`config.mk`:
```
export PLATFORM = sky130hd
export DESIGN_NAME = pcs_synth_ctrl
export DESIGN_NICKNAME = d
export VERILOG_FILES = /design/src/shared/pcs_pkg.sv /design/src/core/pcs_synth_ctrl.sv /design/src/core/pcs_tick_div.sv
export VERILOG_INCLUDE_DIRS = /design/src /design/src/shared
export SDC_FILE = /design/constraint.sdc
export NUM_CORES = 1
export LEC_CHECK = 0
export BUFFER_PORTS_ARGS = -buffer_cell sky130_fd_sc_hd__clkbuf_2
export CORE_MARGIN = 4
export CORE_UTILIZATION = 25
export DETAILED_ROUTE_END_ITERATION = 12
export HOLD_SLACK_MARGIN = 0.06
export REMOVE_ABC_BUFFERS = 1
export SLEW_MARGIN = 10
export SYNTH_ARGS = -nofsm -noshare
export SYNTH_HDL_FRONTEND = slang
export SYNTH_SLANG_ARGS = --single-unit
```
`constraint.sdc`:
```
create_clock -name i_ref_clk -period 13.3 [get_ports i_ref_clk]
set_input_delay 0.665 -clock i_ref_clk [delete_from_list [all_inputs] [get_ports i_ref_clk]]
set_output_delay 0.665 -clock i_ref_clk [all_outputs]
set_load 0.005 [all_outputs]
```
`src/shared/pcs_map.svh`:
```
// Register offsets, field positions, reset values and timing counts.
`ifndef PCS_MAP_SVH
`define PCS_MAP_SVH

// ==========================================================================
// Register byte offsets
`define PCS_ADR_CFG0 8'h00
`define PCS_ADR_CFG1 8'h04
`define PCS_ADR_CTRL 8'h08
`define PCS_ADR_STATUS 8'h0C
`define PCS_ADR_IRQ_STAT 8'h10
`define PCS_ADR_IRQ_EN 8'h14
`define PCS_ADR_IRQ_CLR 8'h18

// ==========================================================================
// Reset values and writable masks
`define PCS_CFG0_RST 32'h00010101
`define PCS_CFG0_MASK 32'h00FFFF3F
`define PCS_CFG1_RST 32'h00010101
`define PCS_CFG1_MASK 32'h00FFFFFF
`define PCS_CTRL_RST 32'h00000070
`define PCS_CTRL_MASK 32'h0000FF7F

// ==========================================================================
// Field positions
`define PCS_PRE_DIV_LSB 0
`define PCS_POST_DIV_LSB 4
`define PCS_MULT_LSB 8
`define PCS_FB_DIV_LSB 16
`define PCS_FB_MODE_LSB 0
`define PCS_FB_SEL_LSB 2
`define PCS_OUT_EN_LSB 4
`define PCS_SRC_CORE_LSB 8
`define PCS_DIFF_EN_LSB 12

// ==========================================================================
// Interrupt bits
`define PCS_IRQ_W 5
`define PCS_IRQ_LOCK 0
`define PCS_IRQ_LOSS 1
`define PCS_IRQ_SEL 2
`define PCS_IRQ_OVF 3
`define PCS_IRQ_SHORT 4

// ==========================================================================
// Timing
`define PCS_CLK_PERIOD_NS 5
`define PCS_RST_MIN_NS 10
`define PCS_RST_MIN_CYC ((`PCS_RST_MIN_NS + `PCS_CLK_PERIOD_NS - 1) / `PCS_CLK_PERIOD_NS)
`define PCS_LOCK_PERIODS 8
`define PCS_PER_MAX 16'hFFFF
`define PCS_PROD_MAX 255

`endif

```
`src/shared/pcs_pkg.sv`:
```
// Types shared by the clock synthesizer control block.
package pcs_pkg;

  typedef logic [3:0] pcs_ref_vec_t;
  typedef logic [1:0] pcs_ref_sel_t;

  typedef enum logic [1:0] {
    PCS_FB_INTERNAL,
    PCS_FB_LOCAL,
    PCS_FB_CORE,
    PCS_FB_RSVD
  } pcs_fb_mode_t;

  typedef enum logic [1:0] {
    PCS_LK_IDLE,
    PCS_LK_ACQ,
    PCS_LK_LOCKED
  } pcs_lock_state_t;

  typedef struct packed {
    logic [31:0] cfg0;
    logic [31:0] cfg1;
    logic [31:0] ctrl;
    logic [4:0] irq_stat;
    logic [4:0] irq_en;
    logic irq;
    logic ack;
    logic [31:0] rdata;
    logic ref_q;
    logic [1:0] sel_q;
    logic rst_q;
    logic [3:0] rst_len;
    logic [3:0] pre_cnt;
    logic [15:0] per_cnt;
    logic [15:0] per_val;
    logic [3:0] stable;
    pcs_lock_state_t lstate;
    logic locked;
    logic [16:0] acc;
    logic vco_tick;
    logic fb_q;
    logic fb_seen;
  } pcs_state_t;

  typedef struct packed {
    logic [7:0] cnt;
    logic tick;
    logic clk;
  } pcs_div_state_t;

endpackage

```
`src/core/pcs_synth_ctrl.sv`:
```
// Clock synthesizer control: reference select, counters, lock, registers.
`timescale 1ns/100ps
`include "pcs_map.svh"
module pcs_synth_ctrl
#(
  parameter int SYNTH_INSTANCES = 8
)
(
  // Clock and reset
  input wire logic i_ref_clk,
  input wire logic i_rst_b,
  // Wishbone slave
  input wire logic i_wb_cyc,
  input wire logic i_wb_stb,
  input wire logic i_wb_we,
  input wire logic [7:0] i_wb_adr,
  input wire logic [31:0] i_wb_dat,
  input wire logic [3:0] i_wb_sel,
  output logic [31:0] o_wb_dat,
  output logic o_wb_ack,
  // Reference clocks and control from the fabric
  input wire pcs_pkg::pcs_ref_vec_t i_ref_clock_inputs,
  input wire pcs_pkg::pcs_ref_vec_t i_ref_pad_n,
  input wire pcs_pkg::pcs_ref_vec_t i_ref_core_clocks,
  input wire pcs_pkg::pcs_ref_sel_t i_ref_clock_select,
  input wire logic i_synth_reset_low,
  input wire logic i_core_feedback_clock,
  // Synthesized clocks and status
  output logic o_synth_out_clock_0,
  output logic o_synth_out_clock_1,
  output logic o_synth_out_clock_2,
  output logic o_locked,
  output logic o_irq
);
  import pcs_pkg::*;

  localparam pcs_state_t ST_RST = '{
    cfg0: `PCS_CFG0_RST,
    cfg1: `PCS_CFG1_RST,
    ctrl: `PCS_CTRL_RST,
    rst_q: 1'b1,
    lstate: PCS_LK_IDLE,
    default: '0
  };

  pcs_state_t st_reg;
  pcs_state_t st_next;

  // ========================================================================
  // Decoded configuration
  logic [3:0] pre_div;
  logic [3:0] n_eff;
  logic [1:0] post_code;
  logic [3:0] post_val;
  logic [7:0] mult;
  logic [7:0] fb_div;
  logic [2:0][7:0] out_div;
  pcs_fb_mode_t fb_mode;
  logic [1:0] fb_sel;
  logic [2:0] out_en;
  logic [3:0] src_core;
  logic [3:0] diff_en;
  logic [19:0] prod;
  logic prod_ovf;
  logic [8:0] inc;
  logic bad_cfg;

  assign pre_div = st_reg.cfg0[`PCS_PRE_DIV_LSB +: 4];
  assign n_eff = (pre_div == 4'h0) ? 4'h1 : pre_div;
  assign post_code = st_reg.cfg0[`PCS_POST_DIV_LSB +: 2];
  assign post_val = 4'(4'h1 << post_code);
  assign mult = st_reg.cfg0[`PCS_MULT_LSB +: 8];
  assign fb_div = st_reg.cfg0[`PCS_FB_DIV_LSB +: 8];
  assign out_div = st_reg.cfg1[23:0];
  assign fb_mode = pcs_fb_mode_t'(st_reg.ctrl[`PCS_FB_MODE_LSB +: 2]);
  assign fb_sel = st_reg.ctrl[`PCS_FB_SEL_LSB +: 2];
  assign out_en = st_reg.ctrl[`PCS_OUT_EN_LSB +: 3];
  assign src_core = st_reg.ctrl[`PCS_SRC_CORE_LSB +: 4];
  assign diff_en = st_reg.ctrl[`PCS_DIFF_EN_LSB +: 4];

  // Local and core feedback put the post and feedback dividers inside the
  // loop, so the oscillator runs O*Cfb faster for the same comparison rate.
  assign prod = 20'(mult) * 20'(post_val) * 20'(fb_div);
  assign prod_ovf = prod > 20'(`PCS_PROD_MAX);
  // Two edge events per oscillator period.
  assign inc = (fb_mode == PCS_FB_LOCAL || fb_mode == PCS_FB_CORE)
             ? {prod[7:0], 1'b0}
             : {mult, 1'b0};
  assign bad_cfg = ((fb_mode == PCS_FB_LOCAL || fb_mode == PCS_FB_CORE)
                    && prod_ovf)
                 || (fb_mode == PCS_FB_CORE && fb_sel == 2'h3);

  // ========================================================================
  // Reference sources
  logic [3:0] ref_src;
  logic sel_ref;
  logic ref_rise;
  logic fb_rise;

  for (genvar i = 0; i < 4; i++)
  begin : g_ref
    assign ref_src[i] = src_core[i] ? i_ref_core_clocks[i]
                      : diff_en[i] ? (i_ref_clock_inputs[i] & ~i_ref_pad_n[i])
                      : i_ref_clock_inputs[i];
  end

  assign sel_ref = ref_src[i_ref_clock_select];
  assign ref_rise = sel_ref & ~st_reg.ref_q;
  assign fb_rise = i_core_feedback_clock & ~st_reg.fb_q;

  // ========================================================================
  // Register read decode
  logic [31:0] rd_word;

  always_comb
  begin
    case (i_wb_adr)
      `PCS_ADR_CFG0: rd_word = st_reg.cfg0;
      `PCS_ADR_CFG1: rd_word = st_reg.cfg1;
      `PCS_ADR_CTRL: rd_word = st_reg.ctrl;
      `PCS_ADR_STATUS: rd_word = {st_reg.per_val,
                                  4'(SYNTH_INSTANCES),
                                  6'h00, st_reg.lstate, st_reg.sel_q,
                                  st_reg.rst_q, st_reg.locked};
      `PCS_ADR_IRQ_STAT: rd_word = {27'h0, st_reg.irq_stat};
      `PCS_ADR_IRQ_EN: rd_word = {27'h0, st_reg.irq_en};
      default: rd_word = 32'h00000000;
    endcase
  end

  function automatic logic [31:0] wmerge(input logic [31:0] old_w,
                                         input logic [31:0] new_w,
                                         input logic [3:0] sel);
    logic [31:0] res;
    res = old_w;
    for (int b = 0; b < 4; b++)
    begin
      if (sel[b])
        res[b*8 +: 8] = new_w[b*8 +: 8];
    end
    return res;
  endfunction

  // ========================================================================
  // Next state
  logic wb_req;
  logic [4:0] irq_clr;
  logic [4:0] ev;
  logic pfd;
  logic close;
  logic fb_ok;
  logic [17:0] sum;
  logic [17:0] rem;

  assign wb_req = i_wb_cyc & i_wb_stb & ~st_reg.ack;

  always_comb
  begin
    st_next = st_reg;
    st_next.ack = 1'b0;
    st_next.vco_tick = 1'b0;
    irq_clr = 5'h00;
    ev = 5'h00;
    pfd = 1'b0;
    sum = 18'h00000;
    rem = 18'h00000;
    close = (st_reg.per_cnt == st_reg.per_val)
         || (st_reg.per_cnt == st_reg.per_val + 16'h0001)
         || (st_reg.per_cnt + 16'h0001 == st_reg.per_val);
    fb_ok = (fb_mode != PCS_FB_CORE) || st_reg.fb_seen || fb_rise;

    // Bus: the answer comes one cycle after the request is seen.
    if (wb_req)
    begin
      st_next.ack = 1'b1;
      st_next.rdata = rd_word;
      if (i_wb_we)
      begin
        case (i_wb_adr)
          `PCS_ADR_CFG0:
            st_next.cfg0 = wmerge(st_reg.cfg0, i_wb_dat, i_wb_sel)
                         & `PCS_CFG0_MASK;
          `PCS_ADR_CFG1:
            st_next.cfg1 = wmerge(st_reg.cfg1, i_wb_dat, i_wb_sel)
                         & `PCS_CFG1_MASK;
          `PCS_ADR_CTRL:
            st_next.ctrl = wmerge(st_reg.ctrl, i_wb_dat, i_wb_sel)
                         & `PCS_CTRL_MASK;
          `PCS_ADR_IRQ_EN:
            st_next.irq_en = 5'(wmerge({27'h0, st_reg.irq_en}, i_wb_dat,
                                       i_wb_sel));
          `PCS_ADR_IRQ_CLR:
            irq_clr = 5'(wmerge(32'h0, i_wb_dat, i_wb_sel));
          default:
          begin
          end
        endcase
      end
    end

    st_next.ref_q = sel_ref;
    st_next.sel_q = i_ref_clock_select;
    st_next.rst_q = i_synth_reset_low;
    st_next.fb_q = i_core_feedback_clock;

    if (!i_synth_reset_low)
    begin
      // Low level holds the whole loop in reset and drops lock.
      if (st_reg.rst_len != 4'hF)
        st_next.rst_len = st_reg.rst_len + 4'h1;
      st_next.lstate = PCS_LK_IDLE;
      st_next.pre_cnt = 4'h0;
      st_next.per_cnt = 16'h0000;
      st_next.per_val = 16'h0000;
      st_next.stable = 4'h0;
      st_next.acc = 17'h00000;
      st_next.fb_seen = 1'b0;
    end
    else
    begin
      if (!st_reg.rst_q)
      begin
        if (st_reg.rst_len < 4'(`PCS_RST_MIN_CYC))
          ev[`PCS_IRQ_SHORT] = 1'b1;
        st_next.rst_len = 4'h0;
      end
      if (st_reg.rst_q && i_ref_clock_select != st_reg.sel_q)
        ev[`PCS_IRQ_SEL] = 1'b1;
      if (bad_cfg)
        ev[`PCS_IRQ_OVF] = 1'b1;
      if (fb_rise)
        st_next.fb_seen = 1'b1;
      if (st_reg.per_cnt != `PCS_PER_MAX)
        st_next.per_cnt = st_reg.per_cnt + 16'h0001;

      // Pre-divider: one comparison event every N reference edges.
      if (ref_rise)
      begin
        if ({1'b0, st_reg.pre_cnt} + 5'h01 >= {1'b0, n_eff})
        begin
          st_next.pre_cnt = 4'h0;
          pfd = 1'b1;
        end
        else
        begin
          st_next.pre_cnt = st_reg.pre_cnt + 4'h1;
        end
      end

      // Lock detector: the comparison period must repeat within one cycle.
      if (pfd)
      begin
        // The event edge is the first cycle of the new period, so a
        // reference of P cycles is measured as P, not P-1.
        st_next.per_cnt = 16'h0001;
        st_next.fb_seen = 1'b0;
        if (st_reg.lstate == PCS_LK_IDLE)
        begin
          st_next.lstate = PCS_LK_ACQ;
          st_next.per_val = st_reg.per_cnt;
          st_next.stable = 4'h0;
        end
        else if (close && fb_ok && !bad_cfg)
        begin
          if (st_reg.stable == 4'(`PCS_LOCK_PERIODS - 1))
            st_next.lstate = PCS_LK_LOCKED;
          else
            st_next.stable = st_reg.stable + 4'h1;
        end
        else
        begin
          st_next.lstate = PCS_LK_ACQ;
          st_next.per_val = st_reg.per_cnt;
          st_next.stable = 4'h0;
        end
      end
      else if (st_reg.per_cnt == `PCS_PER_MAX)
      begin
        // Reference stopped: restart acquisition from scratch.
        st_next.lstate = PCS_LK_IDLE;
        st_next.per_val = 16'h0000;
        st_next.stable = 4'h0;
      end
      else if (bad_cfg && st_reg.lstate == PCS_LK_LOCKED)
      begin
        st_next.lstate = PCS_LK_ACQ;
        st_next.stable = 4'h0;
      end

      // Oscillator model: edges at inc/per_val of the system rate. It can
      // give at most one edge per cycle, so faster settings saturate.
      if (st_reg.lstate != PCS_LK_IDLE && st_reg.per_val != 16'h0000)
      begin
        sum = {1'b0, st_reg.acc} + 18'(inc);
        if (sum >= {2'b00, st_reg.per_val})
        begin
          rem = sum - {2'b00, st_reg.per_val};
          st_next.vco_tick = 1'b1;
          st_next.acc = (rem >= {2'b00, st_reg.per_val}) ? 17'h00000
                                                         : rem[16:0];
        end
        else
        begin
          st_next.acc = sum[16:0];
        end
      end
    end

    st_next.locked = (st_next.lstate == PCS_LK_LOCKED);
    if (!st_reg.locked && st_next.locked)
      ev[`PCS_IRQ_LOCK] = 1'b1;
    if (st_reg.locked && !st_next.locked && i_synth_reset_low)
      ev[`PCS_IRQ_LOSS] = 1'b1;
    // A new event beats a clear arriving in the same cycle.
    st_next.irq_stat = (st_reg.irq_stat & ~irq_clr) | ev;
    st_next.irq = |(st_next.irq_stat & st_next.irq_en);
  end

  always_ff @(posedge i_ref_clk)
  begin
    if (!i_rst_b)
      st_reg <= ST_RST;
    else
      st_reg <= st_next;
  end

  // ========================================================================
  // Post divider and three output dividers
  logic post_tick;
  logic [2:0] out_clk;

  pcs_tick_div u_post_div (
    .i_ref_clk(i_ref_clk),
    .i_rst_b(i_rst_b),
    .i_en(st_reg.rst_q),
    .i_div({4'h0, post_val}),
    .i_tick(st_reg.vco_tick),
    .o_tick(post_tick),
    .o_clk()
  );

  for (genvar k = 0; k < 3; k++)
  begin : g_out
    pcs_tick_div u_out_div (
      .i_ref_clk(i_ref_clk),
      .i_rst_b(i_rst_b),
      .i_en(st_reg.rst_q & out_en[k]),
      .i_div(out_div[k]),
      .i_tick(post_tick),
      .o_tick(),
      .o_clk(out_clk[k])
    );
  end

  assign o_synth_out_clock_0 = out_clk[0];
  assign o_synth_out_clock_1 = out_clk[1];
  assign o_synth_out_clock_2 = out_clk[2];
  assign o_locked = st_reg.locked;
  assign o_irq = st_reg.irq;
  assign o_wb_ack = st_reg.ack;
  assign o_wb_dat = st_reg.rdata;
endmodule

```
`src/core/pcs_tick_div.sv`:
```
// Edge-event divider that also toggles a clock output.
`timescale 1ns/100ps
module pcs_tick_div
(
  // Clock and reset
  input wire logic i_ref_clk,
  input wire logic i_rst_b,
  // Control
  input wire logic i_en,
  input wire logic [7:0] i_div,
  // Events
  input wire logic i_tick,
  output logic o_tick,
  output logic o_clk
);
  import pcs_pkg::*;

  pcs_div_state_t st_reg;
  pcs_div_state_t st_next;
  logic [7:0] div_eff;

  // A zero divide value acts as one so the chain never stalls.
  assign div_eff = (i_div == 8'h00) ? 8'h01 : i_div;

  always_comb
  begin
    st_next = st_reg;
    st_next.tick = 1'b0;
    if (!i_en)
    begin
      st_next = '0;
    end
    else if (i_tick)
    begin
      if ({1'b0, st_reg.cnt} + 9'h001 >= {1'b0, div_eff})
      begin
        st_next.cnt = 8'h00;
        st_next.tick = 1'b1;
        st_next.clk = ~st_reg.clk;
      end
      else
      begin
        st_next.cnt = st_reg.cnt + 8'h01;
      end
    end
  end

  always_ff @(posedge i_ref_clk)
  begin
    if (!i_rst_b)
      st_reg <= '0;
    else
      st_reg <= st_next;
  end

  assign o_tick = st_reg.tick;
  assign o_clk = st_reg.clk;
endmodule

```
# After elaboration in Yosys (flattened, before gate mapping)
# Cells that the tools add are included.
[op_classes]
n_lt_le_gt_ge = 10
n_div = 0
multipliers = 2
n_eq_ne = 23
bitwise_logic = 28
reduce_logical = 56
shifts = 1
mux = 60
addsub = 16
[ops]
columns = ["op", "n"]
rows = [
  ["32-bit case mux with 6 select lines", 1],
  ["16-bit two-way mux", 4],
  ["8-bit two-way mux", 7],
  ["16-bit == test", 3],
  ["46-bit two-way mux", 1],
  ["22-bit two-way mux", 2],
  ["8-bit zero test", 5],
  ["5-bit two-way mux", 8],
  ["8-bit by 1-bit adder with 9-bit output (second input constant)", 4],
  ["18-bit by 16-bit >= comparator with 1-bit output", 2],
  ["9-bit by 8-bit >= comparator with 1-bit output", 4],
  ["17-bit two-way mux", 2],
  ["33-bit two-way mux", 1],
  ["16-bit by 1-bit adder with 16-bit output (second input constant)", 2],
  ["8-bit by 1-bit adder with 8-bit output (second input constant)", 4],
  ["4-bit AND reduction", 8],
  ["4-bit two-way mux", 7],
  ["8-bit by 5-bit == test with 1-bit output (second input constant)", 3],
  ["2-bit AND reduction", 12],
  ["20-bit by 8-bit > comparator with 1-bit output (second input constant)", 1],
  ["12-bit by 8-bit multiplier with 20-bit output", 1],
  ["1-bit two-way mux", 19],
  ["17-bit by 9-bit adder with 18-bit output", 1],
  ["6-bit two-way mux", 3],
  ["39 further kinds", 91],
]
[totals]
reg_bits = 213
mem_count = 0
ramBits = 0
output_inout_bits = 38
in_bits = 65
latchBits = 0
mem_bits_ro = 0

# Longest topological paths before layout
# Gate-level depths: netlist of run 1.
[depth]
ltp_word = 20
ltp_mapped = 46
ltp_nobuf = 44

# Modules after synthesis
# Synthesis of run 1 repeated with hierarchy kept, for this count alone.
[unflattened]
cells_unflattened = 2276
area_unflattened_um2 = 18632.9
[by_module_without_submodules]
columns = ["mod", "area_each_um2", "instances", "cells_each"]
rows = [
  ["pcs_synth_ctrl", 15153.3, 1, 1885],
  ["pcs_tick_div at g_out[1].u_out_div ...", 869.6, 3, 98],
  ["pcs_tick_div at g_out[0].u_out_div", 870.8, 1, 97],
]

# Worst setup path after synthesis of run 1
# No wires, ideal clock.
[synth_timing]
path_type = "register to register"
from = "register st_reg (netlist bit post_code[1])"
to = "register st_reg[4] (netlist name)"
required_time_ns = 13.242
stages_incl_launch_ff = 43
arrival_time_ns = 9.447
slack_ns = 3.795
synth_period_minus_slack_ns = 9.505
cell_sequence = "dfxtp_1 > nor2b_1 > clkbuf_1 > nand2_1 > fa_1 > fa_1 > inv_1 > ha_1 > a21o_1 > a21oi_1 > xnor2_1 > and2_1 > fa_1 > inv_1 > fa_1 > fa_1 > fa_1 > inv_1 > [... 7 more ...] > ha_1 > nand4_1 > nor3b_1 > o31ai_1 > o311ai_1 > xor2_1 > ha_1 > a21o_1 > a21o_1 > a21oi_1 > o21ai_0 > a21o_1 > a211oi_1 > nand2_1 > o22a_1 > clkbuf_1 > o221ai_1 > o211a_1"
[synth_between]
elab_chain_len = 9
word_cells_on_any_way = 10
cone_classes = "add/sub (2); mul (2); order compare (2); shift (1); mux (3)"
[synth_rtl]
columns = ["element", "line_no", "rtl"]
rows = [
  ["start: declaration", "pcs_synth_ctrl.sv:46", "pcs_state_t st_reg;"],
  ["start signal: assignment", "pcs_synth_ctrl.sv:324", "st_reg <= st_next;"],
  ["1-bit by 2-bit left shift with 4-bit output *", "pcs_synth_ctrl.sv:71", "assign post_val = 4'(4'h1 << post_code);"],
  ["8-bit by 4-bit multiplier with 12-bit output *", "pcs_synth_ctrl.sv:83", "assign prod = 20'(mult) * 20'(post_val) * 20'(fb_div);"],
  ["12-bit by 8-bit multiplier with 20-bit output *", "pcs_synth_ctrl.sv:83", ""],
  ["9-bit two-way mux *", "pcs_synth_ctrl.sv:87", "? {prod[7:0], 1'b0}"],
  ["17-bit by 9-bit adder with 18-bit output *", "pcs_synth_ctrl.sv:294", "sum = {1'b0, st_reg.acc} + 18'(inc);"],
  ["18-bit by 16-bit subtractor with 18-bit output", "pcs_synth_ctrl.sv:297", "rem = sum - {2'b00, st_reg.per_val};"],
  ["18-bit by 16-bit >= comparator with 1-bit output", "pcs_synth_ctrl.sv:299", "st_next.acc = (rem >= {2'b00, st_reg.per_val}) ? 17'h00000"],
  ["17-bit two-way mux", "pcs_synth_ctrl.sv:299", ""],
  ["17-bit two-way mux *", "pcs_synth_ctrl.sv:295", "if (sum >= {2'b00, st_reg.per_val})"],
]
# Every way passes the cells marked *; elsewhere a longest branch is shown, timed or not.
# A chain may end at the register's enable or synchronous reset.

# Final worst setup path of run 1
[layout_timing]
from = "register st_reg (netlist bit post_code[0])"
to = "register st_reg[4] (netlist name)"
# The elaborated chain is that of the path after synthesis.

==> impl_metrics.toml, run 1 <==
[outcome]
status = "completed"

[sta]
worstMarginPinSlew_ps = 1030
max-slew-margin-rel_pct = 31.2
fin_skew_ps = 23.1
worst_slack_ps = 2230
post-route-period-util_pct = 83.2
slew_violations = 0
fin_setup_tns_ps = 0
rsz0062_at_grt = "false"
min_period_ps = 11070
timing.fmax_mhz = 90.3
final-hold-violation-count = 0
setup_viol = 0

[cts]
cts_tree = "done"
cts_buffer_depth = 3
cts_made_buffers = 23
htreeDepth = 1
ctsResizeCount = 0
cts_hold_buffers = 0
cts_root_buffer = "clkbuf_16"
clk_latency_ps = 550
cts_setup_buffers = 0
clk_pin_slew_ps = 60
cts.sinks = 212

[min_path]
hp-class = "in -> reg"
min-delay-start = "i_core_feedback_clock"

[routing]
drc_errors = 0
vias = 14500
viasPerCell = 4.80
drtPass1Iterations = 5
wirelength_um = 47600
ant_nets = 0
wl_per_cell_um = 15.8
drt_iter0_markers = 937

[power_and_ir_drop]
powerDensity_mw_per_mm2 = 73.5
finalPower_mw = 1.38
p_leak_nw = 7.79
vdd_ir_drop_max_mv = 0.0811

[logic_synthesis]
synth_area_leaders = "dfxtp_1, ha_1, fa_1, nand2_1, a21oi_1"
ys_seq_area_share_pct = 24.9
postSynthCellCount = 2126
synth_top_area_share_pct = 24.9
synth-edff-count = 0
syn-cell-area_sq_mm = 0.0170
synth_warnings = 0
yosys_most_used_dff = "dfxtp_1"
synth.distinct_cells = 78
syn_avg_cell_area_sq_um = 8.01
async_flop_share_pct = 0
synth_seq_cells = 212
synth_top_cell_by_area = "dfxtp_1"

[worst_setup_path]
critPathSlowestCell = "nor2b_1"
crit_path_max_incr_delay_ps = 600
cp-end-kind = "register"
critPathMaxFanout = 16
worst-endpoint-required_ps = 13780
rrSetupSlack_ps = 2230
crit_type = "reg -> reg"
crit_start = "post_code[0]"
start_kind = "register"
crit_arrival_ps = 11550
regToRegStartpoint = "post_code[0]"
cp_common_cell = "fa_1"

[global_route]
grt_first_pass_wirelength_um = 76600
overflow = 0
antenna_found_initial = 3
gr-usage-all-layers_pct = 12.9
grt_pass1_vias = 14000
grt_max_degree = 84

[place]
port_buffers = 93
pre_cts_ws_ps = 2260
dp_hpwl_um = 36200
place_congestion = 0.893

[floorplan]
dieArea_sq_mm = 0.0723
fp.coreArea_sq_mm = 0.0673
row_count = 95
start_util_pct = 25.3
dieHeight_um = 269
io_pins = 103
fp.dieW_um = 269

[layout]
drive_above_1_share_pct = 8.58
synthToLayoutAreaGrowth_pct = 10.5
finalNetCount = 2406
mostFrequentLayoutCell = "nand2_1"
final_cell_mix = "nand2_1, dfxtp_1, inv_1, a21oi_1, nor2_1"
largest_register_ffs = 80
antennaDiodeCount = 0

[run]
drv_cap = 0
-- layer usage --
metal  vias up  share of wire [%]  track usage, %
li1       7282                  -               -
met1      6978                 46            17.1
met2       184                 48            22.6
met3        44                4.2            1.84
met4         4                1.5            2.63
met5         -              0.055               0
-- synthesized netlist by cell type, types with 6 or more instances --
| cell | instances |
|---|---|
| nand2_1 | 247 |
| dfxtp_1 | 212 |
| inv_1 | 169 |
| a21oi_1 | 161 |
| nor2_1 | 155 |
| ha_1 | 139 |
| nand3_1 | 95 |
| and2_1 | 85 |
| clkbuf_1 | 75 |
| o21ai_0 | 75 |
| fa_1 | 74 |
| xnor2_1 | 59 |
| nand2b_1 | 47 |
| xor2_1 | 45 |
| mux2i_1 | 44 |
| a21o_1 | 36 |
| a22oi_1 | 34 |
| nor3_1 | 34 |
| buf_4 | 32 |
| nor2b_1 | 25 |
| nand4_1 | 22 |
| and3_1 | 20 |
| a31oi_1 | 19 |
| nor4_1 | 17 |
| a211oi_1 | 12 |
| a21boi_0 | 12 |
| o211ai_1 | 12 |
| o22ai_1 | 12 |
| buf_2 | 11 |
| o21a_1 | 9 |
| mux2_2 | 7 |
| mux4_2 | 7 |
| o31ai_1 | 7 |
| or2_2 | 7 |
| a31o_2 | 6 |
| and4_1 | 6 |
| nand3b_1 | 6 |
| o21bai_1 | 6 |
| or3_1 | 6 |
-- where the power goes --
part | internal (mW) | switching (mW)
Sequential | 0.639 | 0.00389
Combinational | 0.0262 | 0.0552
Clock | 0.382 | 0.276
Total | 1.05 | 0.335
-- through the flow --
| step | hold slack [ps] | util (%) | cells | area (sq um) |
|---|---|---|---|---|
| after floorplan | 432 | - | 1997 | 16400 |
| after global placement | 440 | 26.8 | 2976 | 18000 |
| after detailed placement | 444 | 26.8 | 2976 | 18000 |
| after CTS | 326 | 28.0 | 3018 | 18800 |
| after global routing | 344 | 28.0 | 3018 | 18800 |
| final | 351 | 28.0 | 3018 | 18800 |
-- worst max-delay path: cells and delay by family (launching register included) --
family          cells  cell delay (ps)
fa+ha+maj          11             4610
compound gates     13             3070
xor+xnor            4             1120
buf+inv             3              150
flops               1              480
simple gates        6             1550
-- final cells by class --
| class | count | area (sq um) |
|---|---|---|
| fillers | 7271 | 48500 |
| multi-input cells | 1615 | 11500 |
| flip-flops and latches | 212 | 4240 |
| well taps | 873 | 1090 |
| clock buffers | 30 | 642 |
| inverters | 170 | 639 |
| repair buffers | 106 | 563 |
| clock inverters | 12 | 133 |
-- cells by family after synthesis --
logic type / after synthesis / synth area share (%)
and+or+nand+nor: 792 / 22.7
AOI/OAI and AO/OA: 447 / 16.5
xor gates and xnor gates: 105 / 5.45
buffers and inverters: 299 / 7.58
DFF: 212 / 24.9
adders and majority gates: 213 / 18.9
muxes: 58 / 3.98
-- path summary, 6_finish.rpt --
kind / cells past startpoint / endpoint
setup / recovery: 37 / st_reg[4]
hold / removal: 2 / st_reg[1]
setup reg to reg: 37 / st_reg[4]
hold reg to reg: 2 / o_wb_dat[7]
Note: power is estimated with default switching activity, not from simulation.
==> run 2: changes to the inputs <==
--- a/config.mk
+++ b/config.mk
@@ -6,6 +6,7 @@
 export SDC_FILE = /design/constraint.sdc
 export NUM_CORES = 1
 export LEC_CHECK = 0
+export ABC_AREA = 1
 export BUFFER_PORTS_ARGS = -buffer_cell sky130_fd_sc_hd__clkbuf_2
 export CORE_MARGIN = 4
 export CORE_UTILIZATION = 25
==> constraint.sdc (replaced) <==
create_clock -name i_ref_clk -period 10.9 [get_ports i_ref_clk]
set_input_delay 0.545 -clock i_ref_clk [delete_from_list [all_inputs] [get_ports i_ref_clk]]
set_output_delay 0.545 -clock i_ref_clk [all_outputs]
set_load 0.005 [all_outputs]
==> impl_metrics.toml, run 2 <==
[outcome]
status = "completed"

[cts]
cts_buffer_depth = 3
htreeDepth = 1
cts_hold_buffers = 0
clk_latency_ps = 540
cts_made_buffers = 25
cts_setup_buffers = 0
cts_root_buffer = "clkbuf_16"
clk_pin_slew_ps = 60
cts_tree = "done"
cts.sinks = 212
ctsResizeCount = 0

[sta]
setup_viol = 0
max-slew-margin-rel_pct = 32.8
slew_violations = 0
timing.fmax_mhz = 99.3
final-hold-violation-count = 0
min_period_ps = 10070
worstMarginPinSlew_ps = 1010
fin_setup_tns_ps = 0
fin_skew_ps = 6.98
rsz0062_at_grt = "false"
post-route-period-util_pct = 92.4

[logic_synthesis]
syn-cell-area_sq_mm = 0.0171
synth_common_cells = "nand2_1, inv_1, a21oi_1"
async_flop_share_pct = 0
synth_top_cell_by_area = "dfxtp_1"
synth_warnings = 0
synth_top_area_share_pct = 24.9
synth-edff-count = 0
syn_avg_cell_area_sq_um = 6.97
postSynthCellCount = 2449
ys_seq_area_share_pct = 24.9
yosysMostFrequentCell = "nand2_1"
synth.distinct_cells = 70
synth_area_leaders = "dfxtp_1, nand2_1, ha_1, fa_1, inv_1"
yosys_most_used_dff = "dfxtp_1"
synth_seq_cells = 212

[power_and_ir_drop]
p_leak_nw = 8.87
powerDensity_mw_per_mm2 = 90.6
vdd_ir_drop_max_mv = 0.0807

[run]
drv_cap = 0

[worst_setup_path]
crit_path_max_incr_delay_ps = 550
worst-endpoint-required_ps = 11360
critPathSlowestCell = "fa_1"
cp-end-kind = "register"
worst-path-buf-inv = 10
critPathMaxFanout = 8
crit_arrival_ps = 10530
crit_type = "reg -> reg"
start_kind = "register"
cp_top_family = "adder cells"

[layout]
antennaDiodeCount = 0
largest_register_ffs = 80
mostFrequentLayoutCell = "nand2_1"
finalNetCount = 2767
drive_above_1_share_pct = 8.18
fin_util_pct = 28.3
final_cell_mix = "nand2_1, inv_1, a21oi_1, dfxtp_1, nor2_1"
synthToLayoutAreaGrowth_pct = 11.6

[floorplan]
start_util_pct = 25.3
fp.coreArea_sq_mm = 0.0674
io_pins = 103
dieHeight_um = 269
row_count = 95
fp.dieW_um = 269
dieArea_sq_mm = 0.0725

[routing]
wirelength_um = 48800
met2_length_um = 21400
highest_layer = "met4"
drtPass1Iterations = 5
vias = 15600
ant_nets = 0
viasPerCell = 4.61
m1WireLength_um = 24100
drc_errors = 0
wl_per_cell_um = 14.4
drt_iter0_markers = 1063
met3_length_um = 2290

[place]
port_buffers = 93
place_congestion = 0.871
dp_hpwl_um = 37900

[global_route]
overflow = 0
grt_max_degree = 70
grt_first_pass_wirelength_um = 79000
gr-usage-all-layers_pct = 13.1
antenna_found_initial = 0
grt_pass1_vias = 14900

[min_path]
hp-class = "in -> reg"
[run 2: changes by cell type after synthesis, sizes merged, moves of 43 or more]
cell,change
nand2,+306
and2,-81
mux2i,-44
nand2b,-47
nor2,+57
a21oi,+90
inv,+224
o21ai,+43
[run 2: final timing paths]
kind                                        endpoint  slack [ps]  cells past startpoint             startpoint
worst max-delay path                       st_reg[6]         830                     48           post_code[0]
worst min-delay path                       st_reg[1]         210                      3  i_core_feedback_clock
worst max register to register             st_reg[6]         830                     48           post_code[0]
worst min register to register  u_post_div.st_reg[8]         440                      2   u_post_div.st_reg[8]
[run 2: cell type report]
type | instances | area, sq um
Tap cell | 873 | 1090
Timing Repair Buffer | 105 | 556
Multi-Input combinational cell | 1739 | 10800
Clock buffer | 35 | 683
Clock inverter | 10 | 109
Inverter | 406 | 1520
Fill cell | 7409 | 48300
Sequential cell | 212 | 4250
[run 2: layer usage]
metal / vias up / track usage [%]
li1: 7968 / -
met1: 7230 / 18.7
met2: 324 / 21.1
met3: 66 / 1.64
met4: 0 / 2.84
met5: - / 0
[run 2: per-stage QoR]
stage | hold WS [ps] | std cells | total power, mW | setup WS (ps) | area (sq um)
after global placement | 427 | 3334 | 0.911 | 858 | 18200
after floorplan | 419 | 2357 | 0.860 | 1490 | 16600
after CTS | 187 | 3379 | 1.74 | 737 | 19000
final | 207 | 3380 | 1.73 | 833 | 19000
after global routing | 226 | 3380 | 1.79 | 6.45 | 19000
after detailed placement | 434 | 3334 | 0.910 | 780 | 18200
[run 2: cells by family (layout without fill, tap and decap cells)]
kind of cell	after synthesis	in the layout	synth area share, %
and+or+nand+nor	977	977	24.6
buffers and inverters	498	556	11.8
AOI/OAI and AO/OA	464	464	15.3
adders and majority gates	213	213	18.9
DFF	212	212	24.9
xor gates and xnor gates	85	85	4.52
[run 2: report_power, final]
| group | internal (mW) | switching (mW) | total (mW) | leakage [nW] |
|---|---|---|---|---|
| registers | 0.781 | 0.00481 | 0.786 | 1.71 |
| clock network | 0.485 | 0.344 | 0.828 | 0.385 |
| logic | 0.0334 | 0.0779 | 0.111 | 6.77 |
[run 2: worst min-delay path, delay by kind of cell]
| kind | cells | cell delay [ps] |
|---|---|---|
| buf+inv | 2 | 130 |
| simple gates | 1 | 40 |
